### config.mk
export PLATFORM = sky130hd
export DESIGN_NAME = srm_exec
export DESIGN_NICKNAME = d
export VERILOG_FILES = /design/src/pkg/srm_pkg.sv /design/src/rtl/srm_oc_add.sv /design/src/rtl/srm_fld_mask.sv /design/src/rtl/srm_exec.sv
export SDC_FILE = /design/constraint.sdc
export NUM_CORES = 2
export LEC_CHECK = 0
export BUFFER_PORTS_ARGS = -buffer_cell sky130_fd_sc_hd__buf_2
export CORE_AREA = 2 2 239 241
export CTS_BUF_LIST = sky130_fd_sc_hd__clkbuf_8 sky130_fd_sc_hd__clkbuf_16
export DETAILED_ROUTE_END_ITERATION = 6
export DIE_AREA = 0 0 241 243
export PLACE_DENSITY = 0.73
export SKIP_CTS_REPAIR_TIMING = 1
export SKIP_LAST_GASP = 1
export SYNTH_ARGS = -nofsm -noshare
export SYNTH_HDL_FRONTEND = slang
export SYNTH_SLANG_ARGS = --single-unit
export TNS_END_PERCENT = 10
### constraint.sdc
create_clock -name I_CORE_CLK -period 21 [get_ports I_CORE_CLK]
set_clock_uncertainty 0.2 [all_clocks]
set_input_delay 1.05 -clock I_CORE_CLK [delete_from_list [all_inputs] [get_ports I_CORE_CLK]]
set_output_delay 1.05 -clock I_CORE_CLK [all_outputs]
set_load 0.02 [all_outputs]
### src/pkg/srm_pkg.sv
// Constants, instruction layouts and carriers for the skip/repeat/misc executor.
// Assumes one core clock; memory answers each request with a one-cycle ack.
package srm_pkg;
	localparam int          SIGN_BIT     = 15;
	localparam logic [3:0]  MAJ_ZERO     = 4'h0;
	localparam logic [3:0]  SUB_SKIP     = 4'h0;
	localparam logic [3:0]  SUB_FIELD    = 4'h5;
	localparam logic [3:0]  SUB_REPEAT   = 4'h6;
	localparam logic [3:0]  SUB_XFER     = 4'h7;
	localparam logic [3:0]  SUB_MISC     = 4'hB;
	localparam logic [2:0]  FOP_SET      = 3'h7;
	localparam logic [1:0]  XOP_COPY     = 2'h0;
	localparam logic [3:0]  MOP_LOAD_UM  = 4'h1;
	localparam logic [3:0]  MOP_RESTORE  = 4'h2;
	localparam logic [1:0]  TST_ZERO     = 2'h0;
	localparam logic [1:0]  TST_NZ       = 2'h1;
	localparam logic [1:0]  TST_POS      = 2'h2;
	localparam logic [1:0]  TST_NEG      = 2'h3;
	localparam logic [3:0]  IDX_R1       = 4'h1;
	localparam logic [3:0]  IDX_R2       = 4'h2;
	localparam logic [3:0]  IDX_R4       = 4'h4;
	localparam logic [3:0]  IDX_Q        = 4'h5;
	localparam logic [3:0]  IDX_M        = 4'h8;
	localparam logic [3:0]  RESTORE_LAST = 4'h9;
	localparam logic [15:0] ONE_W        = 16'h0001;
	localparam logic [15:0] TWO_W        = 16'h0002;
	localparam logic [15:0] MINUS_ONE    = 16'hFFFE;
	localparam logic [15:0] RESTORE_STEP = 16'h000A;

	// Index 1..8 holds R1, R2, R3, R4, Q, A, I, M; index 0 unused
	typedef logic [8:0][15:0] srm_rf_t;

	typedef struct packed {
		logic [3:0] maj;
		logic [3:0] sub;
		logic [3:0] cnd;
		logic [3:0] cnt;
	} srm_skip_s;
	typedef struct packed {
		logic [3:0] maj;
		logic [3:0] sub;
		logic [2:0] ra;
		logic       b4;
		logic [3:0] low;
	} srm_rep_s;
	typedef struct packed {
		logic [3:0] maj;
		logic [3:0] sub;
		logic [2:0] ra;
		logic [1:0] op;
		logic [2:0] rb;
	} srm_xfer_s;
	typedef struct packed {
		logic [3:0] maj;
		logic [3:0] sub;
		logic       r;
		logic       i;
		logic [2:0] ra;
		logic [2:0] op;
	} srm_fref_s;
	typedef struct packed {
		logic [3:0] start;
		logic [3:0] len_m1;
		logic [7:0] rest;
	} srm_fword_s;
	typedef struct packed {
		logic [2:0] zero;
		logic [3:0] page;
		logic [7:0] word;
		logic       half;
	} srm_uaddr_s;

	typedef enum logic [3:0] {
		ST_IDLE, ST_FLD_RD, ST_FLD_WR, ST_UM_HI, ST_UM_LO, ST_RS_PTR, ST_RS_RD, ST_RS_WB
	} srm_state_e;

	typedef struct packed {
		logic        req;
		logic        we;
		logic        lock;
		logic [15:0] addr;
		logic [15:0] wdata;
	} srm_mem_s;
	typedef struct packed {
		logic        we;
		logic [12:0] addr;
		logic [31:0] data;
	} srm_um_s;
	typedef struct packed {
		logic        done;
		logic        alt;
		logic        viol;
		logic        rsvd;
		logic        intr;
		logic [15:0] next_p;
	} srm_res_s;
	typedef struct packed {
		srm_state_e  state;
		logic        busy;
		srm_rf_t     rf;
		logic        ovf;
		srm_mem_s    mem;
		srm_um_s     um;
		srm_res_s    res;
		logic [15:0] ins;
		logic [15:0] p;
		logic [15:0] ext;
		logic [15:0] pnext;
		logic [15:0] ptr;
		logic [15:0] hi;
		logic [3:0]  cnt;
	} srm_st_s;
endpackage : srm_pkg

### src/rtl/srm_oc_add.sv
// One's-complement 16-bit adder with end-around carry and add overflow.
// Purely combinational; used for decrement and for the restore pointer step.
`timescale 1ns/100ps
module srm_oc_add (
	input  wire logic [15:0] i_a,
	input  wire logic [15:0] i_b,
	output logic      [15:0] o_sum,
	output logic             o_ovf
);
	logic [16:0] raw;

	always_comb begin
		raw   = {1'b0, i_a} + {1'b0, i_b};
		o_sum = raw[15:0] + {15'h0000, raw[16]};
		o_ovf = (i_a[15] == i_b[15]) && (o_sum[15] != i_a[15]);
	end
endmodule : srm_oc_add

### src/rtl/srm_fld_mask.sv
// Builds the bit mask of a word field from its start bit and length minus one.
// Flags fields that would run past bit 0; such a mask is returned empty.
`timescale 1ns/100ps
module srm_fld_mask (
	input  wire logic [3:0]  i_start,
	input  wire logic [3:0]  i_len_m1,
	output logic      [15:0] o_mask,
	output logic             o_bad
);
	logic [4:0]  low;
	logic [16:0] span;

	always_comb begin
		o_bad  = i_len_m1 > i_start; // [RL21]
		low    = {1'b0, i_start} - {1'b0, i_len_m1};
		span   = (17'h00002 << i_len_m1) - 17'h00001;
		o_mask = o_bad ? 16'h0000 : 16'(span[15:0] << low[3:0]); // [RL21]
	end
endmodule : srm_fld_mask

### src/rtl/srm_exec.sv
// Executor for set-field, register skip, decrement-repeat, register transfer
// and the privileged micromemory load / register restore group.
// Assumes: memory takes a held req and answers with a one-cycle ack;
// instructions arrive only while O_BUSY is low.
`timescale 1ns/100ps
// Notes on behaviour
// RL1: Set field writes ones into the field, keeps other bits, memory locked.
// RL2: Skip decodes with top bytes zero unless condition and count both zero.
// RL3: Skip taken goes to P plus count plus one, else P plus one.
// RL4: Condition low bits pick test, high bits pick register four or one to three.
// RL5: Zero is all clear, positive is bit 15 clear, negative bit 15 set.
// RL6: Repeat decodes with subgroup six, bit 4 clear, not register and count zero.
// RL7: Repeat decrements register like add; non-negative result goes back by count.
// RL8: Register codes one to seven select R1 to R4, Q, A, I.
// RL9: Zero register code or bit 4 set in repeat format is reserved.
// RL10: Transfer decodes with subgroup seven unless all three fields are zero.
// RL11: Operation zero copies source to destination; others and zero registers reserved.
// RL12: Misc group is subgroup B, bit 4 clear; both fields zero is no-op.
// RL13: Misc instructions from unprotected programs raise a protect violation instead.
// RL14: Nonzero register field takes operand ops; zero field takes operand-less ops.
// RL15: Micromemory load copies Q 32-bit words from R2 area to R1 address.
// RL16: Micromemory address is page, word within page and upper or lower half.
// RL17: Load may stop after each word with Q, R1, R2 kept restartable.
// RL18: Restore reads pointer, loads eight registers and overflow from nine words.
// RL19: Restore then writes the pointer back reduced by ten.
// RL20: Restore leaves save words alone and continues at P plus two.
// RL21: Field starts at start bit and spans length toward bit 0.
// RL22: Locked field update keeps other requesters off between read and write.
module srm_exec
	import srm_pkg::*;
(
	input  wire logic          I_CORE_CLK,
	input  wire logic          I_SYS_RST,
	input  wire logic          I_ISSUE,
	input  wire logic [15:0]   I_INSTR,
	input  wire logic [15:0]   I_EXT_WORD,
	input  wire logic [15:0]   I_P,
	input  wire logic [15:0]   I_P_AFTER,
	input  wire logic [15:0]   I_EA,
	input  wire logic          I_PROG_PROTECTED,
	input  wire logic          I_INTR_PEND,
	input  wire logic          I_MEM_ACK,
	input  wire logic [15:0]   I_MEM_RDATA,
	input  wire logic          I_RF_WE,
	input  wire logic [3:0]    I_RF_IDX,
	input  wire logic [15:0]   I_RF_WDATA,
	output srm_mem_s           O_MEM,
	output srm_um_s            O_UM,
	output srm_res_s           O_RES,
	output srm_rf_t            O_REGS,
	output logic               O_OVF,
	output logic               O_BUSY
);
	srm_st_s     s_q;
	srm_st_s     s_d;
	srm_skip_s   sk;
	srm_rep_s    rp;
	srm_xfer_s   xf;
	srm_fref_s   fr;
	srm_xfer_s   xq;
	srm_fword_s  fw;
	srm_uaddr_s  ua;
	logic        take;
	logic        top0;
	logic        dec_skip;
	logic        rep_ok;
	logic        xfer_ok;
	logic        misc_nz;
	logic        is_lmm;
	logic [3:0]  sel_idx;
	logic [15:0] sel_val;
	logic        hit;
	logic [15:0] skip_tgt;
	logic [15:0] skip_next;
	logic [15:0] rep_back;
	logic [15:0] dec_sum;
	logic        dec_ovf;
	logic [15:0] xf_src;
	logic [15:0] ptr_m10;
	logic [15:0] fmask;
	logic        fbad;

	assign sk       = srm_skip_s'(I_INSTR);
	assign rp       = srm_rep_s'(I_INSTR);
	assign xf       = srm_xfer_s'(I_INSTR);
	assign fr       = srm_fref_s'(I_INSTR);
	assign xq       = srm_xfer_s'(s_q.ins);
	assign fw       = srm_fword_s'((s_q.state == ST_IDLE) ? I_EXT_WORD : s_q.ext);
	assign ua       = srm_uaddr_s'(s_q.rf[IDX_R1]); // [RL16]
	assign take     = I_ISSUE && (s_q.state == ST_IDLE);
	assign top0     = sk.maj == MAJ_ZERO;
	assign dec_skip = top0 && (sk.sub == SUB_SKIP) && ({sk.cnd, sk.cnt} != 8'h00); // [RL2]
	assign rep_ok   = top0 && (rp.sub == SUB_REPEAT) && !rp.b4 && (rp.ra != 3'h0); // [RL6]
	assign xfer_ok  = top0 && (xf.sub == SUB_XFER) && (xf.op == XOP_COPY)
		&& (xf.ra != 3'h0) && (xf.rb != 3'h0);
	assign misc_nz  = top0 && (rp.sub == SUB_MISC) && !rp.b4 && ({rp.ra, rp.low} != 7'h00);
	assign is_lmm   = misc_nz && (rp.ra == 3'h0) && (rp.low == MOP_LOAD_UM);
	// Test register: code 0 means R4 so that R1-R3 keep their own codes
	assign sel_idx  = (sk.cnd[3:2] == 2'h0) ? IDX_R4 : {2'h0, sk.cnd[3:2]}; // [RL4]
	assign sel_val  = s_q.rf[sel_idx];
	assign skip_tgt = I_P + {12'h000, sk.cnt} + ONE_W; // [RL3]
	assign skip_next = hit ? skip_tgt : I_P + ONE_W;
	assign rep_back = I_P - {12'h000, rp.low}; // [RL7]
	assign xf_src   = s_q.rf[{1'b0, xf.ra}]; // [RL8]

	always_comb begin
		case (sk.cnd[1:0]) // [RL4]
			TST_ZERO: hit = sel_val == 16'h0000; // [RL5]
			TST_NZ:   hit = sel_val != 16'h0000; // [RL5]
			TST_POS:  hit = !sel_val[SIGN_BIT]; // [RL5]
			TST_NEG:  hit = sel_val[SIGN_BIT]; // [RL5]
			default:  hit = 1'b0;
		endcase
	end

	srm_oc_add u_dec (
		.i_a   (s_q.rf[{1'b0, rp.ra}]),
		.i_b   (MINUS_ONE),
		.o_sum (dec_sum),
		.o_ovf (dec_ovf)
	);

	srm_oc_add u_ptr (
		.i_a   (s_q.ptr),
		.i_b   (~RESTORE_STEP),
		.o_sum (ptr_m10),
		.o_ovf ()
	);

	srm_fld_mask u_mask (
		.i_start  (fw.start),
		.i_len_m1 (fw.len_m1),
		.o_mask   (fmask),
		.o_bad    (fbad)
	);

	always_comb begin
		s_d       = s_q;
		s_d.res   = '0;
		s_d.um.we = 1'b0;
		case (s_q.state)
			ST_IDLE: begin
				if (I_RF_WE && (I_RF_IDX <= IDX_M) && !I_ISSUE) begin
					s_d.rf[I_RF_IDX] = I_RF_WDATA;
				end
				if (I_ISSUE) begin
					s_d.ins        = I_INSTR;
					s_d.p          = I_P;
					s_d.ext        = I_EXT_WORD;
					s_d.pnext      = I_P_AFTER;
					s_d.res.done   = 1'b1;
					s_d.res.next_p = I_P + ONE_W;
					if (!top0) begin
						s_d.res.alt = 1'b1;
					end else begin
						case (sk.sub)
							SUB_SKIP: begin
								if (!dec_skip) begin
									s_d.res.alt = 1'b1; // [RL2]
								end else begin
									s_d.res.next_p = skip_next; // [RL3]
								end
							end
							SUB_REPEAT: begin
								if (rp.b4) begin
									s_d.res.rsvd = 1'b1; // [RL9]
								end else if ({rp.ra, rp.low} == 7'h00) begin
									s_d.res.alt = 1'b1; // [RL6]
								end else if (rp.ra == 3'h0) begin
									s_d.res.rsvd = 1'b1; // [RL9]
								end else begin
									s_d.rf[{1'b0, rp.ra}] = dec_sum; // [RL7] [RL8]
									s_d.ovf = s_q.ovf | dec_ovf; // [RL7]
									if (!dec_sum[SIGN_BIT]) begin
										s_d.res.next_p = rep_back; // [RL7]
									end
								end
							end
							SUB_XFER: begin
								if ({xf.ra, xf.op, xf.rb} == 8'h00) begin
									s_d.res.alt = 1'b1; // [RL10]
								end else if (!xfer_ok) begin
									s_d.res.rsvd = 1'b1; // [RL11]
								end else begin
									s_d.rf[{1'b0, xf.rb}] = xf_src; // [RL11] [RL8]
								end
							end
							SUB_MISC: begin
								if (rp.b4) begin
									s_d.res.alt = 1'b1;
								end else if (!misc_nz) begin
									s_d.res.done = 1'b1; // [RL12]
								end else if (!I_PROG_PROTECTED) begin
									s_d.res.viol = 1'b1; // [RL13]
								end else if (rp.ra != 3'h0) begin
									s_d.res.alt = 1'b1; // [RL14]
								end else if (rp.low == MOP_LOAD_UM) begin
									// Zero count finishes at once with nothing moved
									if (s_q.rf[IDX_Q] != 16'h0000) begin
										s_d.res.done = 1'b0; // [RL15]
										s_d.mem.req  = 1'b1;
										s_d.mem.we   = 1'b0;
										s_d.mem.addr = s_q.rf[IDX_R2];
										s_d.state    = ST_UM_HI;
									end
								end else if (rp.low == MOP_RESTORE) begin
									s_d.res.done = 1'b0;
									s_d.mem.req  = 1'b1;
									s_d.mem.we   = 1'b0;
									s_d.mem.addr = I_EXT_WORD; // [RL18]
									s_d.state    = ST_RS_PTR;
								end else begin
									s_d.res.alt = 1'b1; // [RL14]
								end
							end
							SUB_FIELD: begin
								if (fr.op != FOP_SET) begin
									s_d.res.alt = 1'b1;
								end else if (fbad) begin
									s_d.res.rsvd = 1'b1; // [RL21]
								end else begin
									s_d.res.done = 1'b0;
									s_d.mem.req  = 1'b1;
									s_d.mem.we   = 1'b0;
									s_d.mem.lock = 1'b1; // [RL1] [RL22]
									s_d.mem.addr = I_EA;
									s_d.state    = ST_FLD_RD;
								end
							end
							default: s_d.res.alt = 1'b1;
						endcase
					end
					// Handed-off, reserved and refused cases do not report completion
					if (s_d.res.alt || s_d.res.viol || s_d.res.rsvd) begin
						s_d.res.done = 1'b0;
					end
				end
			end
			ST_FLD_RD: begin
				if (I_MEM_ACK) begin
					s_d.mem.we    = 1'b1;
					s_d.mem.wdata = I_MEM_RDATA | fmask; // [RL1]
					s_d.state     = ST_FLD_WR;
				end
			end
			ST_FLD_WR: begin
				// Lock held from read through write ack
				if (I_MEM_ACK) begin
					s_d.mem        = '0; // [RL22]
					s_d.res.done   = 1'b1;
					s_d.res.next_p = s_q.pnext;
					s_d.state      = ST_IDLE;
				end
			end
			ST_UM_HI: begin
				if (I_MEM_ACK) begin
					s_d.hi       = I_MEM_RDATA;
					s_d.mem.addr = s_q.rf[IDX_R2] + ONE_W;
					s_d.state    = ST_UM_LO;
				end
			end
			ST_UM_LO: begin
				if (I_MEM_ACK) begin
					s_d.um.we         = 1'b1;
					s_d.um.addr       = {ua.page, ua.word, ua.half}; // [RL16]
					s_d.um.data       = {s_q.hi, I_MEM_RDATA}; // [RL15]
					s_d.rf[IDX_R1]    = s_q.rf[IDX_R1] + ONE_W; // [RL17]
					s_d.rf[IDX_R2]    = s_q.rf[IDX_R2] + TWO_W; // [RL17]
					s_d.rf[IDX_Q]     = s_q.rf[IDX_Q] - ONE_W; // [RL17]
					s_d.mem.addr      = s_q.rf[IDX_R2] + TWO_W;
					if (s_q.rf[IDX_Q] == ONE_W) begin
						s_d.mem.req    = 1'b0;
						s_d.res.done   = 1'b1;
						s_d.res.next_p = s_q.p + ONE_W;
						s_d.state      = ST_IDLE;
					end else if (I_INTR_PEND) begin
						// Resume point is the instruction itself
						s_d.mem.req    = 1'b0;
						s_d.res.intr   = 1'b1; // [RL17]
						s_d.res.next_p = s_q.p;
						s_d.state      = ST_IDLE;
					end else begin
						s_d.state = ST_UM_HI;
					end
				end
			end
			ST_RS_PTR: begin
				if (I_MEM_ACK) begin
					s_d.ptr      = I_MEM_RDATA; // [RL18]
					s_d.cnt      = IDX_R1;
					s_d.mem.addr = I_MEM_RDATA + ONE_W;
					s_d.state    = ST_RS_RD;
				end
			end
			ST_RS_RD: begin
				if (I_MEM_ACK) begin
					if (s_q.cnt == RESTORE_LAST) begin
						s_d.ovf       = I_MEM_RDATA[SIGN_BIT]; // [RL18]
						s_d.mem.we    = 1'b1;
						s_d.mem.addr  = s_q.ext; // [RL19]
						s_d.mem.wdata = ptr_m10; // [RL19]
						s_d.state     = ST_RS_WB;
					end else begin
						s_d.rf[s_q.cnt] = I_MEM_RDATA; // [RL18]
						s_d.cnt         = s_q.cnt + 4'h1;
						s_d.mem.addr    = s_q.mem.addr + ONE_W;
					end
				end
			end
			ST_RS_WB: begin
				if (I_MEM_ACK) begin
					s_d.mem        = '0;
					s_d.res.done   = 1'b1;
					s_d.res.next_p = s_q.p + TWO_W; // [RL20]
					s_d.state      = ST_IDLE;
				end
			end
			default: begin
				s_d.mem   = '0;
				s_d.state = ST_IDLE;
			end
		endcase
		s_d.busy = s_d.state != ST_IDLE;
	end

	always_ff @(posedge I_CORE_CLK or posedge I_SYS_RST) begin
		if (I_SYS_RST) begin
			s_q <= '0;
		end else begin
			s_q <= s_d;
		end
	end

	assign O_MEM  = s_q.mem;
	assign O_UM   = s_q.um;
	assign O_RES  = s_q.res;
	assign O_REGS = s_q.rf;
	assign O_OVF  = s_q.ovf;
	assign O_BUSY = s_q.busy;
endmodule : srm_exec

# Yosys cells after proc, flatten, opt, wreduce, memory -nomap -nowiden
# Index checks and enable logic that the tools add are counted.
[word_totals] reg_bits=352 word_cells=345
[op_classes] add_sub_neg=19 magnitude_cmp=11 eq_ne=47 n_shift=2 n_mux=167 n_bitwise=7 n_reduce_logical=59
[op_table] op="144-bit two-way mux" n=5
[op_table] op="145-bit two-way mux" n=4
[op_table] op="144-bit bitwise mux" n=4
[op_table] op="16-bit two-way mux" n=32
[op_table] op="164-bit two-way mux" n=2
[op_table] op="144-bit one-hot mux with 2 select lines" n=1
[op_table] op="16-bit demux with 4-bit select" n=2
[op_table] op="16-bit one-hot mux with 4 select lines" n=2
[op_table] op="16-bit by 1-bit adder with 16-bit output, second input constant" n=7
[op_table] op="16-bit one-hot mux with 7 select lines" n=1
[op_table] op="16-bit demux with 3-bit select" n=2
[op_table] op="32-bit one-hot mux with 3 select lines" n=1
[op_table] op="48-bit one-hot mux with 2 select lines" n=1
[op_table] op="4-bit two-way mux" n=23
[op_table] op="80-bit two-way mux" n=1
[op_table] op="16-bit binary-select mux with 4-bit select" n=1
[op_table] op="32-bit two-way mux" n=2
[op_table] op="16-bit one-hot mux with 2 select lines" n=2
[op_table] op="32-bit one-hot mux with 2 select lines" n=1
[op_table] op="16-bit binary-select mux with 3-bit select" n=1
[op_table] op="16-bit one-hot mux with 3 select lines" n=1
[op_table] op="47-bit two-way mux" n=1
[op_table] op="46-bit two-way mux" n=1
[op_table] op="1-bit two-way mux" n=43
[op_table] op="other kinds (74)" n=171

# Logic depth before layout (Yosys ltp)
[logic_depth] depth_word=16 ltp_mapped=21 depth_no_buf=16

# Cells and area by module
# From an unflattened synthesis, not the netlist that was laid out.
[hier_totals] cells_unflattened=3941 hier_area_um2=30321.6
[modules_own_cells] mod="srm_exec" instances=1 cells_each=3418 area_per_inst_um2=26640.6 seq_area_each_um2=8408.1
[modules_own_cells] mod="srm_oc_add" instances=2 cells_each=170 area_per_inst_um2=1285.0 seq_area_each_um2=0.0
[modules_own_cells] mod="srm_fld_mask" instances=1 cells_each=183 area_per_inst_um2=1111.1 seq_area_each_um2=0.0

# Worst setup path before layout
# No wires, ideal clock.
[synth_path] path_type="input -> register" start="in I_INSTR[7]" end="reg s_q (netlist bit O_RES[15])" setup_time_ps=139 t_arrival_ps=5047 setup_slack_ps=15614 cell_stages=19 n_path_buf=7 path_cell_list="buf_2 -> buf_2 -> buf_2 -> buf_1 -> buf_1 -> mux4_2 -> mux2i_1 -> clkbuf_1 -> nand3_1 -> ha_1 -> nand2_1 -> a21oi_1 -> nand2_1 -> nor4_4 -> or4_1 -> nand4_2 -> buf_6 -> nor2_1 -> or4_1"
[synth_lines] element="start, declared" line_no="srm_exec.sv:35" text="input wire logic [15:0] I_INSTR,"
[synth_lines] element="end signal, assigned" line_no="srm_exec.sv:328" text="s_q <= '0;"
[synth_lines] element="end signal, assigned" line_no="srm_exec.sv:330" text="s_q <= s_d;"
[synth_lines] element="end, declared" line_no="srm_exec.sv:54" text="srm_st_s s_q;"

==> impl_results.md <==
* Fin crit period at 6.585 ns
* Worst-path fanout max at 46
* MaxCap Viol Count at 0
* Placed cells at 4533
* Period utilisation layout at 31.36%
* Hold Path Class: flip-flop to flip-flop
* Cell-by-cell trace of the critical path: buf_2 > nor2b_1 > a22o_1 > a221o_1 > nor4b_4 > and3_1 > nand3_1 > ha_1 > nand2_1 > a21oi_1 > nand2_1 > nor4_4 > mux2i_1 > nor3_1 > or4_1
* Non-Filler Instances at 4612
* Final ANT Viol Nets at 0
* Max clock buf depth at 3
* Worst skew pair latency at 0.61 ns
* Drt drc at 6
* WL final at 135200 µm
* Vias in the first global route at 29370
* Syn Nets at 4037
* Die height at 243 µm
* Final core occ at 55.80%
* Cell mode on critical path: nand2_1
* Row count at 87
* Slew Limit Fails at 0
* Total gr overflow at 0
* Pleak at 14.01 nW
* Number of cells produced by synthesis at 3879
* Data required, critical path at 21.27 ns
* CP max stage cell: mux2i_1
* Clk pin slew, worst setup/hold paths at 0.06 ns
* # port buffers at 370
* Antenna violations before repair at 15
* CTS tree: done
* Share of cells above drive strength 1 at 17.02%
* Hold Vio Cnt, Final at 0
* P per Cell Area at 83.00 nW/µm²
* CTS Root Cell: clkbuf_16
* Ys Warns at 0
* Synth area leaders: dfrtp_1 (29%), nand2_1 (8.9%), buf_4 (6.4%)
* Wire per inst at 29.32 µm
* Boundary Pins at 371
* Hold Crit Depth at 2
* Drt via density at 6.943
* Slew HR at 5.311%
* Slew @ Worst Pin at 1.409 ns
* Crit end category: flip-flop
* Failing checks: DRC
* Initial DRC Count at 4939
* Fmax at 151.9 MHz
* Die outline area at 58560 µm²
* Top FF cell, synth: dfrtp_1
* Worst R2R Path Depth at 16
* Die extent in x at 241 µm
* Synthesized flop and latch total at 336
* H-Tree Depth at 2
* Maximum VDD drop at 0.00005244 V
* Synth cell count leaders: nand2_1 (693), dfrtp_1 (336), nor2_1 (315)
* Netlist cell types at 97
* Most frequent cell after synthesis: nand2_1
* Dpl hpwl at 96070 µm
* Vias at 32020
* Core Region at 55950 µm²
* CTS Buf Count at 40
* Gr usage total at 44.80%
* Sequential share of the synthesized area at 28.61%
* Average size of a mapped cell at 7.577 µm²
* Area of the mapped netlist at 29390 µm²
* Post-route design area at 31220 µm²
* Outcome: complete, but fails checks
* Drt pass-1 iters at 7
* Crit Path Class: input port to flip-flop
* Synth top area share at 28.61%
* Startpoint Class: input port
* Sum Neg Setup Slack at 0 ns
* Asr flop ratio synth at 100.0%
* First-pass GRT wire length at 194400 µm
* Starting Density at 52.53%
* Final setup vio count at 0
* Area grow syn2layout at 6.228%
* Synth area leader: dfrtp_1
* Post-synth EDFFs at 0
* Worst path max stage delay at 1.01 ns
* Placed Area at 29830 µm²
* RSZ-0062 raised after global routing: no
* Count of nets after finishing at 3977
* CP arrival at 6.85 ns
* Pin count of the biggest net entering global routing at 160
* Gpl congestion at 1.075
* Clk sinks at 336
==> report_power, final <==
| part | internal (mW) | switching [mW] |
|---|---|---|
| clock network | 0.436 | 0.310 |
| logic | 0.322 | 0.623 |
| registers | 0.730 | 0.171 |
==> worst max-delay path, delay by kind of cell <==
kind,cells,cell delay [ns]
AO/OA/AOI/OAI,3,1.07
adder cells (fa/ha/maj),1,0.30
buffers and inverters,1,0.75
multiplexers,1,1.01
AND/OR/NAND/NOR,9,2.64
==> routing by layer <==
metal  track usage, %  vias to the layer above  part of all wire, %
li1                 -                    13580                    -
met1            56.54                    15060                   36
met2            63.95                     2673                   41
met3            16.29                      691                   15
met4            29.05                       14                  8.2
met5            1.347                        -                 0.16
==> cells by family (layout without fill, tap and decap cells) <==
kind of cell,count (synthesis),count (layout),synth area share [%]
AND/OR/NAND/NOR,1435,1435,21.73
other,1,9,0.01276
buffers and inverters,608,577,11.15
XOR/XNOR,132,132,3.959
AO/OA/AOI/OAI,1104,1104,24.01
flip-flops,336,336,28.61
adder cells (fa/ha/maj),35,35,1.567
multiplexers,228,228,8.970
==> final timing paths <==
check,startpoint,end,slack [ns]
max in group asynchronous,I_SYS_RST,O_REGS[43]$_DFFE_PP0P_,18.63
setup / recovery,I_INSTR[7],O_RES[5]$_DFF_PP0_,14.42
min in group asynchronous,I_SYS_RST,O_REGS[116]$_DFFE_PP0P_,0.42
hold / removal,s_q[11]$_DFFE_PP0P_,O_UM[23]$_DFFE_PP0P_,0.26
hold reg to reg,s_q[11]$_DFFE_PP0P_,O_UM[23]$_DFFE_PP0P_,0.26
setup reg to reg,s_q[349]$_DFF_PP0_,O_MEM[14]$_DFFE_PP0P_,15.10
==> layout make-up <==
class	count	area, µm²
Tap cell	756	945.9
Multi-Input combinational cell	2935	17780
Antenna cell	8	20.02
Sequential cell	336	8409
Clock inverter	24	270.3
Fill cell	5382	24730
Timing Repair Buffer	453	2487
Inverter	53	206.4
Clock buffer	47	1097
==> through the flow <==
step / total power [mW] / setup slack (ns) / hold slack (ns)
6_report: 2.591 / 14.42 / 0.2594
5_1_grt: 2.682 / 14.23 / 0.2782
4_1_cts: 2.549 / 14.78 / 0.2609
3_5_place_dp: 1.806 / 14.11 / 0.2471
3_3_place_gp: 1.803 / 14.22 / 0.2420
2_1_floorplan: 1.540 / 10.44 / 0.2331
==> sequential cells by signal, summed over array words and instances, names as in the netlist <==
register	count
O_BUSY	1
O_MEM	35
O_OVF	1
O_REGS	128
O_RES	21
O_UM	46
s_q	88
ua	16
==> placed cells by master (no fill, tap or decap), drive strengths merged, types with 48 or more instances in the layout <==
cell    synthesis  final
and3           48     48
a31oi          57     57
nor3           71     71
a21oi         279    279
inv            51     60
nor2          316    316
mux2           50     50
nand3         109    109
buf           300    453
mux2i         160    160
dfrtp         336    336
xnor2          79     79
o221ai         51     51
xor2           53     53
o22ai          85     85
nand2         693    693
o21ai         300    300
(Power assumes the default switching activity.)
